<file path="src/shared/gpef_pkg.sv">
`default_nettype none
// =====================================================
// register map, field layout and bus codes
package gpef_pkg;
	localparam int ADDR_W = 8;
	localparam int DATA_W = 32;
	localparam int PE_W = 8;
	localparam int PF_W = 7;
	localparam int IDX_PE_DATA = 'h08;
	localparam int IDX_PF_DATA = 'h09;
	localparam int IDX_PE_DIR = 'h0C;
	localparam int IDX_PF_DIR = 'h0D;
	localparam int IDX_PERIPH_CTRL = 'h10;
	localparam int IDX_TIMER_SEL = 'h11;
	localparam logic [ADDR_W-1:0] ADDR_PE_DATA = ADDR_W'(IDX_PE_DATA * 4);
	localparam logic [ADDR_W-1:0] ADDR_PF_DATA = ADDR_W'(IDX_PF_DATA * 4);
	localparam logic [ADDR_W-1:0] ADDR_PE_DIR = ADDR_W'(IDX_PE_DIR * 4);
	localparam logic [ADDR_W-1:0] ADDR_PF_DIR = ADDR_W'(IDX_PF_DIR * 4);
	localparam logic [ADDR_W-1:0] ADDR_PERIPH_CTRL = ADDR_W'(IDX_PERIPH_CTRL * 4);
	localparam logic [ADDR_W-1:0] ADDR_TIMER_SEL = ADDR_W'(IDX_TIMER_SEL * 4);
	localparam logic [PE_W-1:0] PE_DIR_RST = 8'h00;
	localparam logic [PF_W-1:0] PF_DIR_RST = 7'h00;
	localparam logic [1:0] RESP_OKAY = 2'h0;
	localparam logic [1:0] RESP_SLVERR = 2'h2;
	localparam int PE_SCK = 7;
	localparam int PE_MOSI = 6;
	localparam int PE_MISO = 5;
	localparam int PE_SS = 4;
	localparam int PE_TA1 = 3;
	localparam int PE_TA0 = 2;
	localparam int PE_RXD = 1;
	localparam int PE_TXD = 0;
	localparam int PF_TA_LO = 0;
	localparam int PF_TB_LO = 4;
	localparam int PF_PLAIN = 6;
	localparam int TA_CH = 6;
	localparam int TB_CH = 2;
	localparam int TA_PE_CH = 2;
	localparam int BYTE_W = 8;
	localparam logic [1:0] ELS_OFF = 2'h0;

	typedef struct packed {
		logic sci_enable_bit;
		logic mode_fault_enable;
		logic spi_master_select;
		logic spi_enable_bit;
	} gpef_ctrl_t;
	localparam gpef_ctrl_t CTRL_RST = 4'h0;

	typedef struct packed {
		logic [TB_CH-1:0][1:0] tb_els;
		logic [TA_CH-1:0][1:0] ta_els;
	} gpef_els_t;
	localparam gpef_els_t ELS_RST = 16'h0000;
endpackage : gpef_pkg
`default_nettype wire
</file>
<file path="src/hw/gpef_pin_cell.sv">
`timescale 1ns/100ps
`default_nettype none
// =====================================================
// one pad: peripheral or gpio drive, registered
module gpef_pin_cell (
	input wire logic clk_i,
	input wire logic resetn_i,
	input wire logic claim_i,
	input wire logic periph_drive_i,
	input wire logic periph_val_i,
	input wire logic dir_i,
	input wire logic latch_i,
	output logic pin_o,
	output logic pin_oe_n_o
);
	logic out_ff;
	logic oe_n_ff;
	wire nxt_drive = claim_i ? periph_drive_i : dir_i;
	wire nxt_out = claim_i ? periph_val_i : (dir_i & latch_i);

	always_ff @(posedge clk_i or negedge resetn_i) begin
		if (!resetn_i) begin
			out_ff <= 1'b0;
			oe_n_ff <= 1'b1;
		end else begin
			out_ff <= nxt_out & nxt_drive;
			oe_n_ff <= ~nxt_drive;
		end
	end

	assign pin_o = out_ff;
	assign pin_oe_n_o = oe_n_ff;
endmodule : gpef_pin_cell
`default_nettype wire

</file>
<file path="src/hw/gpef_sync.sv">
`timescale 1ns/100ps
`default_nettype none
// =====================================================
// two-stage synchroniser for pin levels
module gpef_sync #(
	parameter int W = 8
) (
	input wire logic clk_i,
	input wire logic resetn_i,
	input wire logic [W-1:0] d_i,
	output logic [W-1:0] q_o
);
	logic [W-1:0] meta_ff;
	logic [W-1:0] q_ff;

	always_ff @(posedge clk_i or negedge resetn_i) begin
		if (!resetn_i) begin
			meta_ff <= '0;
			q_ff <= '0;
		end else begin
			meta_ff <= d_i;
			q_ff <= meta_ff;
		end
	end

	assign q_o = q_ff;
endmodule : gpef_sync
`default_nettype wire

</file>
<file path="src/hw/gpef_top.sv">
`timescale 1ns/100ps
`default_nettype none
module gpef_top (
	input wire logic clk_i,
	input wire logic resetn_i,
	// axi4-lite slave
	input wire logic [gpef_pkg::ADDR_W-1:0] s_axi_awaddr_i,
	input wire logic s_axi_awvalid_i,
	output logic s_axi_awready_o,
	input wire logic [gpef_pkg::DATA_W-1:0] s_axi_wdata_i,
	input wire logic [gpef_pkg::DATA_W/8-1:0] s_axi_wstrb_i,
	input wire logic s_axi_wvalid_i,
	output logic s_axi_wready_o,
	output logic [1:0] s_axi_bresp_o,
	output logic s_axi_bvalid_o,
	input wire logic s_axi_bready_i,
	input wire logic [gpef_pkg::ADDR_W-1:0] s_axi_araddr_i,
	input wire logic s_axi_arvalid_i,
	output logic s_axi_arready_o,
	output logic [gpef_pkg::DATA_W-1:0] s_axi_rdata_o,
	output logic [1:0] s_axi_rresp_o,
	output logic s_axi_rvalid_o,
	input wire logic s_axi_rready_i,
	// pads
	input wire logic [gpef_pkg::PE_W-1:0] pe_i,
	output logic [gpef_pkg::PE_W-1:0] pe_o,
	output logic [gpef_pkg::PE_W-1:0] pe_oe_n_o,
	input wire logic [gpef_pkg::PF_W-1:0] pf_i,
	output logic [gpef_pkg::PF_W-1:0] pf_o,
	output logic [gpef_pkg::PF_W-1:0] pf_oe_n_o,
	// spi peripheral
	input wire logic spi_sck_out_i,
	input wire logic spi_mosi_out_i,
	input wire logic spi_miso_out_i,
	output logic spi_sck_in_o,
	output logic spi_mosi_in_o,
	output logic spi_miso_in_o,
	output logic spi_ss_n_in_o,
	// sci peripheral
	input wire logic sci_txd_i,
	output logic sci_rxd_o,
	// timer peripherals
	input wire logic [gpef_pkg::TA_CH-1:0] tim_a_out_i,
	input wire logic [gpef_pkg::TA_CH-1:0] tim_a_drive_i,
	output logic [gpef_pkg::TA_CH-1:0] tim_a_in_o,
	input wire logic [gpef_pkg::TB_CH-1:0] tim_b_out_i,
	input wire logic [gpef_pkg::TB_CH-1:0] tim_b_drive_i,
	output logic [gpef_pkg::TB_CH-1:0] tim_b_in_o,
	// control view for the peripherals
	output gpef_pkg::gpef_ctrl_t periph_ctrl_o,
	output gpef_pkg::gpef_els_t timer_sel_o
);
	// =====================================================
	// registers
	logic [gpef_pkg::PE_W-1:0] pe_latch_ff;
	logic [gpef_pkg::PF_W-1:0] pf_latch_ff;
	logic [gpef_pkg::PE_W-1:0] pe_dir_ff;
	logic [gpef_pkg::PF_W-1:0] pf_dir_ff;
	gpef_pkg::gpef_ctrl_t ctrl_ff;
	gpef_pkg::gpef_els_t els_ff;

	logic aw_ready_ff;
	logic w_ready_ff;
	logic [gpef_pkg::ADDR_W-1:0] aw_addr_ff;
	logic [gpef_pkg::DATA_W-1:0] w_data_ff;
	logic [gpef_pkg::DATA_W/8-1:0] w_strb_ff;
	logic b_valid_ff;
	logic [1:0] b_resp_ff;
	logic ar_ready_ff;
	logic r_valid_ff;
	logic [1:0] r_resp_ff;
	logic [gpef_pkg::DATA_W-1:0] r_data_ff;

	// =====================================================
	// synchronised pin levels
	logic [gpef_pkg::PE_W-1:0] pe_sync;
	logic [gpef_pkg::PF_W-1:0] pf_sync;

	gpef_sync #(
		.W(gpef_pkg::PE_W)
	) u_pe_sync (
		.clk_i(clk_i),
		.resetn_i(resetn_i),
		.d_i(pe_i),
		.q_o(pe_sync)
	);

	gpef_sync #(
		.W(gpef_pkg::PF_W)
	) u_pf_sync (
		.clk_i(clk_i),
		.resetn_i(resetn_i),
		.d_i(pf_i),
		.q_o(pf_sync)
	);

	// =====================================================
	// axi write channel
	wire aw_take = s_axi_awvalid_i & aw_ready_ff;
	wire w_take = s_axi_wvalid_i & w_ready_ff;
	wire wr_fire = ~aw_ready_ff & ~w_ready_ff & ~b_valid_ff;
	wire b_done = b_valid_ff & s_axi_bready_i;

	wire wsel_pe_data = (aw_addr_ff == gpef_pkg::ADDR_PE_DATA);
	wire wsel_pf_data = (aw_addr_ff == gpef_pkg::ADDR_PF_DATA);
	wire wsel_pe_dir = (aw_addr_ff == gpef_pkg::ADDR_PE_DIR);
	wire wsel_pf_dir = (aw_addr_ff == gpef_pkg::ADDR_PF_DIR);
	wire wsel_ctrl = (aw_addr_ff == gpef_pkg::ADDR_PERIPH_CTRL);
	wire wsel_els = (aw_addr_ff == gpef_pkg::ADDR_TIMER_SEL);
	wire wsel_any = wsel_pe_data | wsel_pf_data | wsel_pe_dir | wsel_pf_dir | wsel_ctrl
		| wsel_els;
	wire wr_lo = wr_fire & w_strb_ff[0];
	wire wr_hi = wr_fire & w_strb_ff[1];
	wire [gpef_pkg::BYTE_W-1:0] wr_byte0 = w_data_ff[gpef_pkg::BYTE_W-1:0];
	wire [gpef_pkg::BYTE_W-1:0] wr_byte1 = w_data_ff[2*gpef_pkg::BYTE_W-1:gpef_pkg::BYTE_W];

	always_ff @(posedge clk_i or negedge resetn_i) begin
		if (!resetn_i) begin
			aw_ready_ff <= 1'b1;
			w_ready_ff <= 1'b1;
			aw_addr_ff <= '0;
			w_data_ff <= '0;
			w_strb_ff <= '0;
		end else begin
			if (aw_take) begin
				aw_ready_ff <= 1'b0;
				aw_addr_ff <= s_axi_awaddr_i;
			end else if (b_done) begin
				aw_ready_ff <= 1'b1;
			end
			if (w_take) begin
				w_ready_ff <= 1'b0;
				w_data_ff <= s_axi_wdata_i;
				w_strb_ff <= s_axi_wstrb_i;
			end else if (b_done) begin
				w_ready_ff <= 1'b1;
			end
		end
	end

	always_ff @(posedge clk_i or negedge resetn_i) begin
		if (!resetn_i) begin
			b_valid_ff <= 1'b0;
			b_resp_ff <= gpef_pkg::RESP_OKAY;
		end else if (wr_fire) begin
			b_valid_ff <= 1'b1;
			b_resp_ff <= wsel_any ? gpef_pkg::RESP_OKAY : gpef_pkg::RESP_SLVERR;
		end else if (b_done) begin
			b_valid_ff <= 1'b0;
		end
	end

	// =====================================================
	// register writes
	// data latches carry no reset so their contents survive it
	always_ff @(posedge clk_i) begin
		if (wr_lo && wsel_pe_data) begin
			pe_latch_ff <= wr_byte0;
		end
		if (wr_lo && wsel_pf_data) begin
			pf_latch_ff <= wr_byte0[gpef_pkg::PF_W-1:0];
		end
	end

	always_ff @(posedge clk_i or negedge resetn_i) begin
		if (!resetn_i) begin
			pe_dir_ff <= gpef_pkg::PE_DIR_RST;
			pf_dir_ff <= gpef_pkg::PF_DIR_RST;
			ctrl_ff <= gpef_pkg::CTRL_RST;
		end else if (wr_lo) begin
			if (wsel_pe_dir) begin
				pe_dir_ff <= wr_byte0;
			end
			if (wsel_pf_dir) begin
				pf_dir_ff <= wr_byte0[gpef_pkg::PF_W-1:0];
			end
			if (wsel_ctrl) begin
				ctrl_ff <= wr_byte0[$bits(gpef_pkg::gpef_ctrl_t)-1:0];
			end
		end
	end

	always_ff @(posedge clk_i or negedge resetn_i) begin
		if (!resetn_i) begin
			els_ff <= gpef_pkg::ELS_RST;
		end else begin
			if (wr_lo && wsel_els) begin
				els_ff[gpef_pkg::BYTE_W-1:0] <= wr_byte0;
			end
			if (wr_hi && wsel_els) begin
				els_ff[2*gpef_pkg::BYTE_W-1:gpef_pkg::BYTE_W] <= wr_byte1;
			end
		end
	end

	// =====================================================
	// axi read channel
	wire ar_take = s_axi_arvalid_i & ar_ready_ff;
	wire r_done = r_valid_ff & s_axi_rready_i;

	wire rsel_pe_data = (s_axi_araddr_i == gpef_pkg::ADDR_PE_DATA);
	wire rsel_pf_data = (s_axi_araddr_i == gpef_pkg::ADDR_PF_DATA);
	wire rsel_pe_dir = (s_axi_araddr_i == gpef_pkg::ADDR_PE_DIR);
	wire rsel_pf_dir = (s_axi_araddr_i == gpef_pkg::ADDR_PF_DIR);
	wire rsel_ctrl = (s_axi_araddr_i == gpef_pkg::ADDR_PERIPH_CTRL);
	wire rsel_els = (s_axi_araddr_i == gpef_pkg::ADDR_TIMER_SEL);
	wire rsel_any = rsel_pe_data | rsel_pf_data | rsel_pe_dir | rsel_pf_dir | rsel_ctrl
		| rsel_els;

	// read source follows the direction bit even on claimed pins
	wire [gpef_pkg::PE_W-1:0] pe_view = (pe_dir_ff & pe_latch_ff) | (~pe_dir_ff & pe_sync);
	wire [gpef_pkg::PF_W-1:0] pf_view = (pf_dir_ff & pf_latch_ff) | (~pf_dir_ff & pf_sync);

	wire [gpef_pkg::DATA_W-1:0] rd_mux =
		({gpef_pkg::DATA_W{rsel_pe_data}} & gpef_pkg::DATA_W'(pe_view)) |
		({gpef_pkg::DATA_W{rsel_pf_data}} & gpef_pkg::DATA_W'(pf_view)) |
		({gpef_pkg::DATA_W{rsel_pe_dir}} & gpef_pkg::DATA_W'(pe_dir_ff)) |
		({gpef_pkg::DATA_W{rsel_pf_dir}} & gpef_pkg::DATA_W'(pf_dir_ff)) |
		({gpef_pkg::DATA_W{rsel_ctrl}} & gpef_pkg::DATA_W'(ctrl_ff)) |
		({gpef_pkg::DATA_W{rsel_els}} & gpef_pkg::DATA_W'(els_ff));

	always_ff @(posedge clk_i or negedge resetn_i) begin
		if (!resetn_i) begin
			ar_ready_ff <= 1'b1;
			r_valid_ff <= 1'b0;
			r_resp_ff <= gpef_pkg::RESP_OKAY;
			r_data_ff <= '0;
		end else if (ar_take) begin
			ar_ready_ff <= 1'b0;
			r_valid_ff <= 1'b1;
			r_resp_ff <= rsel_any ? gpef_pkg::RESP_OKAY : gpef_pkg::RESP_SLVERR;
			r_data_ff <= rd_mux;
		end else if (r_done) begin
			ar_ready_ff <= 1'b1;
			r_valid_ff <= 1'b0;
		end
	end

	// =====================================================
	// pin ownership
	wire spi_on = ctrl_ff.spi_enable_bit;
	wire spi_mst = ctrl_ff.spi_master_select;
	wire ss_free = ~spi_on | (spi_mst & ~ctrl_ff.mode_fault_enable);
	wire sci_on = ctrl_ff.sci_enable_bit;

	logic [gpef_pkg::TA_CH-1:0] ta_on;
	logic [gpef_pkg::TB_CH-1:0] tb_on;

	generate
		for (genvar c = 0; c < gpef_pkg::TA_CH; c++) begin : g_ta_on
			assign ta_on[c] = (els_ff.ta_els[c] != gpef_pkg::ELS_OFF);
		end
		for (genvar c = 0; c < gpef_pkg::TB_CH; c++) begin : g_tb_on
			assign tb_on[c] = (els_ff.tb_els[c] != gpef_pkg::ELS_OFF);
		end
	endgenerate

	logic [gpef_pkg::PE_W-1:0] pe_claim;
	logic [gpef_pkg::PE_W-1:0] pe_pdrv;
	logic [gpef_pkg::PE_W-1:0] pe_pval;
	logic [gpef_pkg::PF_W-1:0] pf_claim;
	logic [gpef_pkg::PF_W-1:0] pf_pdrv;
	logic [gpef_pkg::PF_W-1:0] pf_pval;

	assign pe_claim[gpef_pkg::PE_SCK] = spi_on;
	assign pe_pdrv[gpef_pkg::PE_SCK] = spi_mst;
	assign pe_pval[gpef_pkg::PE_SCK] = spi_sck_out_i;
	assign pe_claim[gpef_pkg::PE_MOSI] = spi_on;
	assign pe_pdrv[gpef_pkg::PE_MOSI] = spi_mst;
	assign pe_pval[gpef_pkg::PE_MOSI] = spi_mosi_out_i;
	assign pe_claim[gpef_pkg::PE_MISO] = spi_on;
	assign pe_pdrv[gpef_pkg::PE_MISO] = ~spi_mst;
	assign pe_pval[gpef_pkg::PE_MISO] = spi_miso_out_i;
	// slave select is input only once claimed, direction bit unused
	assign pe_claim[gpef_pkg::PE_SS] = ~ss_free;
	assign pe_pdrv[gpef_pkg::PE_SS] = 1'b0;
	assign pe_pval[gpef_pkg::PE_SS] = 1'b0;
	assign pe_claim[gpef_pkg::PE_RXD] = sci_on;
	assign pe_pdrv[gpef_pkg::PE_RXD] = 1'b0;
	assign pe_pval[gpef_pkg::PE_RXD] = 1'b0;
	assign pe_claim[gpef_pkg::PE_TXD] = sci_on;
	assign pe_pdrv[gpef_pkg::PE_TXD] = 1'b1;
	assign pe_pval[gpef_pkg::PE_TXD] = sci_txd_i;

	generate
		for (genvar c = 0; c < gpef_pkg::TA_PE_CH; c++) begin : g_pe_tim
			assign pe_claim[gpef_pkg::PE_TA0+c] = ta_on[c];
			assign pe_pdrv[gpef_pkg::PE_TA0+c] = tim_a_drive_i[c];
			assign pe_pval[gpef_pkg::PE_TA0+c] = tim_a_out_i[c];
		end
		for (genvar c = gpef_pkg::TA_PE_CH; c < gpef_pkg::TA_CH; c++) begin : g_pf_ta
			assign pf_claim[gpef_pkg::PF_TA_LO+c-gpef_pkg::TA_PE_CH] = ta_on[c];
			assign pf_pdrv[gpef_pkg::PF_TA_LO+c-gpef_pkg::TA_PE_CH] = tim_a_drive_i[c];
			assign pf_pval[gpef_pkg::PF_TA_LO+c-gpef_pkg::TA_PE_CH] = tim_a_out_i[c];
		end
		for (genvar c = 0; c < gpef_pkg::TB_CH; c++) begin : g_pf_tb
			assign pf_claim[gpef_pkg::PF_TB_LO+c] = tb_on[c];
			assign pf_pdrv[gpef_pkg::PF_TB_LO+c] = tim_b_drive_i[c];
			assign pf_pval[gpef_pkg::PF_TB_LO+c] = tim_b_out_i[c];
		end
	endgenerate

	assign pf_claim[gpef_pkg::PF_PLAIN] = 1'b0;
	assign pf_pdrv[gpef_pkg::PF_PLAIN] = 1'b0;
	assign pf_pval[gpef_pkg::PF_PLAIN] = 1'b0;

	// =====================================================
	// pads: claimed pins follow the peripheral, others the direction bit
	generate
		for (genvar b = 0; b < gpef_pkg::PE_W; b++) begin : g_pe_pad
			gpef_pin_cell u_cell (
				.clk_i(clk_i),
				.resetn_i(resetn_i),
				.claim_i(pe_claim[b]),
				.periph_drive_i(pe_pdrv[b]),
				.periph_val_i(pe_pval[b]),
				.dir_i(pe_dir_ff[b]),
				.latch_i(pe_latch_ff[b]),
				.pin_o(pe_o[b]),
				.pin_oe_n_o(pe_oe_n_o[b])
			);
		end
		for (genvar b = 0; b < gpef_pkg::PF_W; b++) begin : g_pf_pad
			gpef_pin_cell u_cell (
				.clk_i(clk_i),
				.resetn_i(resetn_i),
				.claim_i(pf_claim[b]),
				.periph_drive_i(pf_pdrv[b]),
				.periph_val_i(pf_pval[b]),
				.dir_i(pf_dir_ff[b]),
				.latch_i(pf_latch_ff[b]),
				.pin_o(pf_o[b]),
				.pin_oe_n_o(pf_oe_n_o[b])
			);
		end
	endgenerate

	// =====================================================
	// outputs
	assign s_axi_awready_o = aw_ready_ff;
	assign s_axi_wready_o = w_ready_ff;
	assign s_axi_bvalid_o = b_valid_ff;
	assign s_axi_bresp_o = b_resp_ff;
	assign s_axi_arready_o = ar_ready_ff;
	assign s_axi_rvalid_o = r_valid_ff;
	assign s_axi_rresp_o = r_resp_ff;
	assign s_axi_rdata_o = r_data_ff;

	assign spi_sck_in_o = pe_sync[gpef_pkg::PE_SCK];
	assign spi_mosi_in_o = pe_sync[gpef_pkg::PE_MOSI];
	assign spi_miso_in_o = pe_sync[gpef_pkg::PE_MISO];
	assign spi_ss_n_in_o = pe_sync[gpef_pkg::PE_SS];
	assign sci_rxd_o = pe_sync[gpef_pkg::PE_RXD];
	assign tim_a_in_o = {pf_sync[gpef_pkg::PF_TB_LO-1:gpef_pkg::PF_TA_LO],
		pe_sync[gpef_pkg::PE_TA1:gpef_pkg::PE_TA0]};
	assign tim_b_in_o = pf_sync[gpef_pkg::PF_PLAIN-1:gpef_pkg::PF_TB_LO];
	assign periph_ctrl_o = ctrl_ff;
	assign timer_sel_o = els_ff;
endmodule : gpef_top
`default_nettype wire

</file>
<file path="config.mk">
export PLATFORM = sky130hd
export DESIGN_NAME = gpef_top
export DESIGN_NICKNAME = d
export VERILOG_FILES = /design/src/shared/gpef_pkg.sv /design/src/hw/gpef_pin_cell.sv /design/src/hw/gpef_sync.sv /design/src/hw/gpef_top.sv
export SDC_FILE = /design/constraint.sdc
export NUM_CORES = 1
export LEC_CHECK = 0
export BUFFER_PORTS_ARGS = -buffer_cell sky130_fd_sc_hd__buf_2
export CAP_MARGIN = 25
export CORE_ASPECT_RATIO = 1.75
export CORE_MARGIN = 2
export CORE_UTILIZATION = 49
export DETAILED_ROUTE_END_ITERATION = 10
export MAX_ROUTING_LAYER = met4
export PLACE_DENSITY = 0.78
export REMOVE_ABC_BUFFERS = 1
export SLEW_MARGIN = 20
export SYNTH_ARGS = -nofsm -noshare
export SYNTH_HDL_FRONTEND = slang
export SYNTH_SLANG_ARGS = --single-unit
</file>
<file path="constraint.sdc">
create_clock -name clk_i -period 3.4 [get_ports clk_i]
set_clock_uncertainty 0.1 [all_clocks]
set_input_delay 0.68 -clock clk_i [delete_from_list [all_inputs] [get_ports clk_i]]
set_output_delay 0.68 -clock clk_i [all_outputs]
set_load 0.05 [all_outputs]
</file>
==> impl_results.md <==
* Critical path class: reg -> out
* Routed vias at 4244
* Max-slew violations at 0
* Drt drc at 0
* Yosys warning count at 0
* WL met2 at 8560 µm
* CTS Buf Count at 17
* CP peak stage delay at 0.65 ns
* Period Utilization, post-route at 64.8%
* DR pass1 iterations at 4
* Slew HR at between 30% and 40%
* Mapped Area at 0.00653 mm²
* Die Ht at 157 µm
* Die ar. at about 0.014 mm²
* R2r startpoint: aw_addr_ff[1]
* Yosys top cell by area: dfrtp_1
* Initial Util at 50.2%
* Slowest stage cell, crit path: dfrtp_1
* Final Power at 5.95 mW
* Fmax at 454 MHz
* Area of the core at 0.0130 mm²
* Antenna Cells at 0
* Post-synth EDFFs at 15
* Critical path peak fanout at 14
* Largest cells by area after synthesis: dfrtp_1 48%, mux2_2 11%, dfstp_2 7.2%, edfxtp_1 6.9%, buf_4 6.8%
* Cell Rows at 55
* Largest net degree at the start of global routing at 74
* Met3 wire len at 675 µm
* Fin. Hold Viols at 0
* Status: complete, no violations
* Area Overhead vs Synth at 19.5%
* Vias per std cell at 5.30
* Crit path buf inv count at 1
* CP Cell Sequence: buf_2
* # setup viols final at 0
* Worst EP arrival at 1.42 ns
* Leakage at 3.76 nW
* Routed WL at between 15000 and 20000 µm
* Initial antenna violation count at 0
* Netlist cell types at 49
* Post-Route Utilization at 60.0%
* Chip Width at just over 90 µm
* Sum of negative setup slack at 0 ns
* Final min period at about 2.2 ns
* CP Launch Point: spi_on
* CTS resizes at 0
* R2R Setup Slk at approximately 1.3 ns
* Synth Register Bits at 159
* Total gr overflow at 0
* Highest metal used: met4
* PortBufs at 161
* Min-delay worst type: in -> async
* WL per Instance at between 15 and 20 µm
* Vias in the first global route at roughly 4.5k
* Antenna Nets Post-Route at 0
* Max Buffers Root-to-Sink at 2
* Slew @ Worst Pin at 0.915 ns
* Synth async-reset ratio at approximately nine tenths
* Critical Path Stages at 1
* Final #Nets at 711
* Post-Synthesis Cells at around 490
* Worst VDD drop at about 0.48 mV
* Required arrival time at the worst endpoint at 2.62 ns
* Fin cells at 801
* Critical Path Sink Type: primary output
* Crit Reg-Reg Endpoint: pe_dir_ff[6]
* DP HPWL at 11200 µm
* Post-synth top area share at 48.3%
* Cell Count Post-Placement at just under 800
* FF-to-FF path depth at 4
* Maximum capacitance violations at 0
* Cts hold-fix bufs at 0
* Layout cell share with drive strength beyond 1 at 46.0%
* Sequential-to-total area share from yosys stat at between 60% and 70%
* Clk slew on worst S/H paths at ~0.060 ns
* I/O Pins at 198
* Pwr per Cell Area at 763 mW/mm²
* CTS H-Tree Depth at 4
* Later-pin clock latency in the skew report at ~0.42 ns
* Worst Setup Start Kind: register
* Syn avg cell area at 13.5 µm²
* GP Congestion at 0.868
* CP delay by family, top: flip-flops
* Number of sinks handled by clock tree synthesis at 159
* CTS root buffer: clkbuf_16
* RSZ-0062 raised after global routing: no
* Global-route wire length before repair at 23400 µm
* GRT Total Usage at 22.5%
* DRT iter0 DRCs at 237
* CTS tree: built
* Fillers at 1074
* M1 WL at 5380 µm
* Main synth FF type: dfrtp_1
* Post-CTS Setup Inserts at 0
## where the power goes
group	leakage [nW]	switching [mW]	internal (mW)
sequential	1.94	0.332	2.32
clock	0.308	0.729	1.26
combinational	1.51	0.883	0.438
total	3.76	1.94	4.01
## final cells by class
class	count	area, µm²	share of cell area, %
repair buffers	168	865	11.1
clock inverters	9	126	1.62
multi-input cells	264	1990	25.5
inverters	7	26.3	0.337
well taps	171	214	2.74
flip-flops and latches	159	4080	52.3
clock buffers	23	499	6.40
## worst max path at each step
stage                                  end  slack (ns)
after floorplan             pf_latch_ff[0]        1.03
final                     periph_ctrl_o[0]        1.20
after CTS                 periph_ctrl_o[0]        1.19
after global routing      periph_ctrl_o[0]        1.13
after global placement    s_axi_rdata_o[8]        1.10
after detailed placement  s_axi_rdata_o[1]        1.05
## cell families after synthesis
group                  count (synthesis)  synth area share (%)
buffers and inverters                 79                  8.19
muxes                                 83                  14.0
other                                  1                0.0575
AOI/OAI and AO/OA                     73                  7.42
and+or+nand+nor                       90                  7.92
DFF                                  159                  62.5
## synthesized netlist by cell type, types with 3 or more instances
cell / instances
dfrtp_1: 126
mux2_2: 64
buf_4: 59
nand2_1: 29
o21ai_0: 27
mux2i_1: 19
dfstp_2: 18
edfxtp_1: 15
a22o_1: 12
nor2_1: 12
nand3_1: 11
buf_2: 7
inv_1: 7
a21oi_1: 6
nand2b_1: 6
nor3b_1: 6
clkbuf_1: 5
o21a_1: 5
a22oi_1: 4
and2_1: 3
and3_1: 3
o22ai_1: 3
## metrics by stage
stage | hold slack [ns] | area (µm²) | setup WS, ns
final | 0.156 | 7800 | 1.20
after global routing | 0.212 | 7800 | 1.13
after CTS | 0.188 | 7800 | 1.19
after detailed placement | 0.236 | 7170 | 1.05
after global placement | 0.232 | 7170 | 1.10
after floorplan | 0.231 | 6080 | 1.03
## layout by cell type, fill, tap and decap left out, drive strengths merged, types with 15 or more instances in the layout
cell,instances
conb,18
clkbuf,23
mux2,64
dfstp,18
dfrtp,126
edfxtp,15
o21ai,29
mux2i,19
nand2,29
buf,168
## state kept, by name, summed over array words and instances (netlist names), 8 cells and up
name                        flops
u_pe_sync.q_o                   8
u_pe_sync.meta_ff               8
g_pe_pad.u_cell.pin_o           8
g_pe_pad.u_cell.pin_oe_n_o      8
pe_latch_ff                     8
aw_addr_ff                      8
s_axi_rdata_o                  16
pe_dir_ff                       8
timer_sel_o                    16
w_data_ff                      16
## layer usage
layer	global-route usage, %	vias to the layer above
li1	-	1914
met1	22.9	2131
met2	41.2	166
met3	4.86	33
met4	9.67	0
met5	-	-
Note: power is estimated with default switching activity, not from simulation.
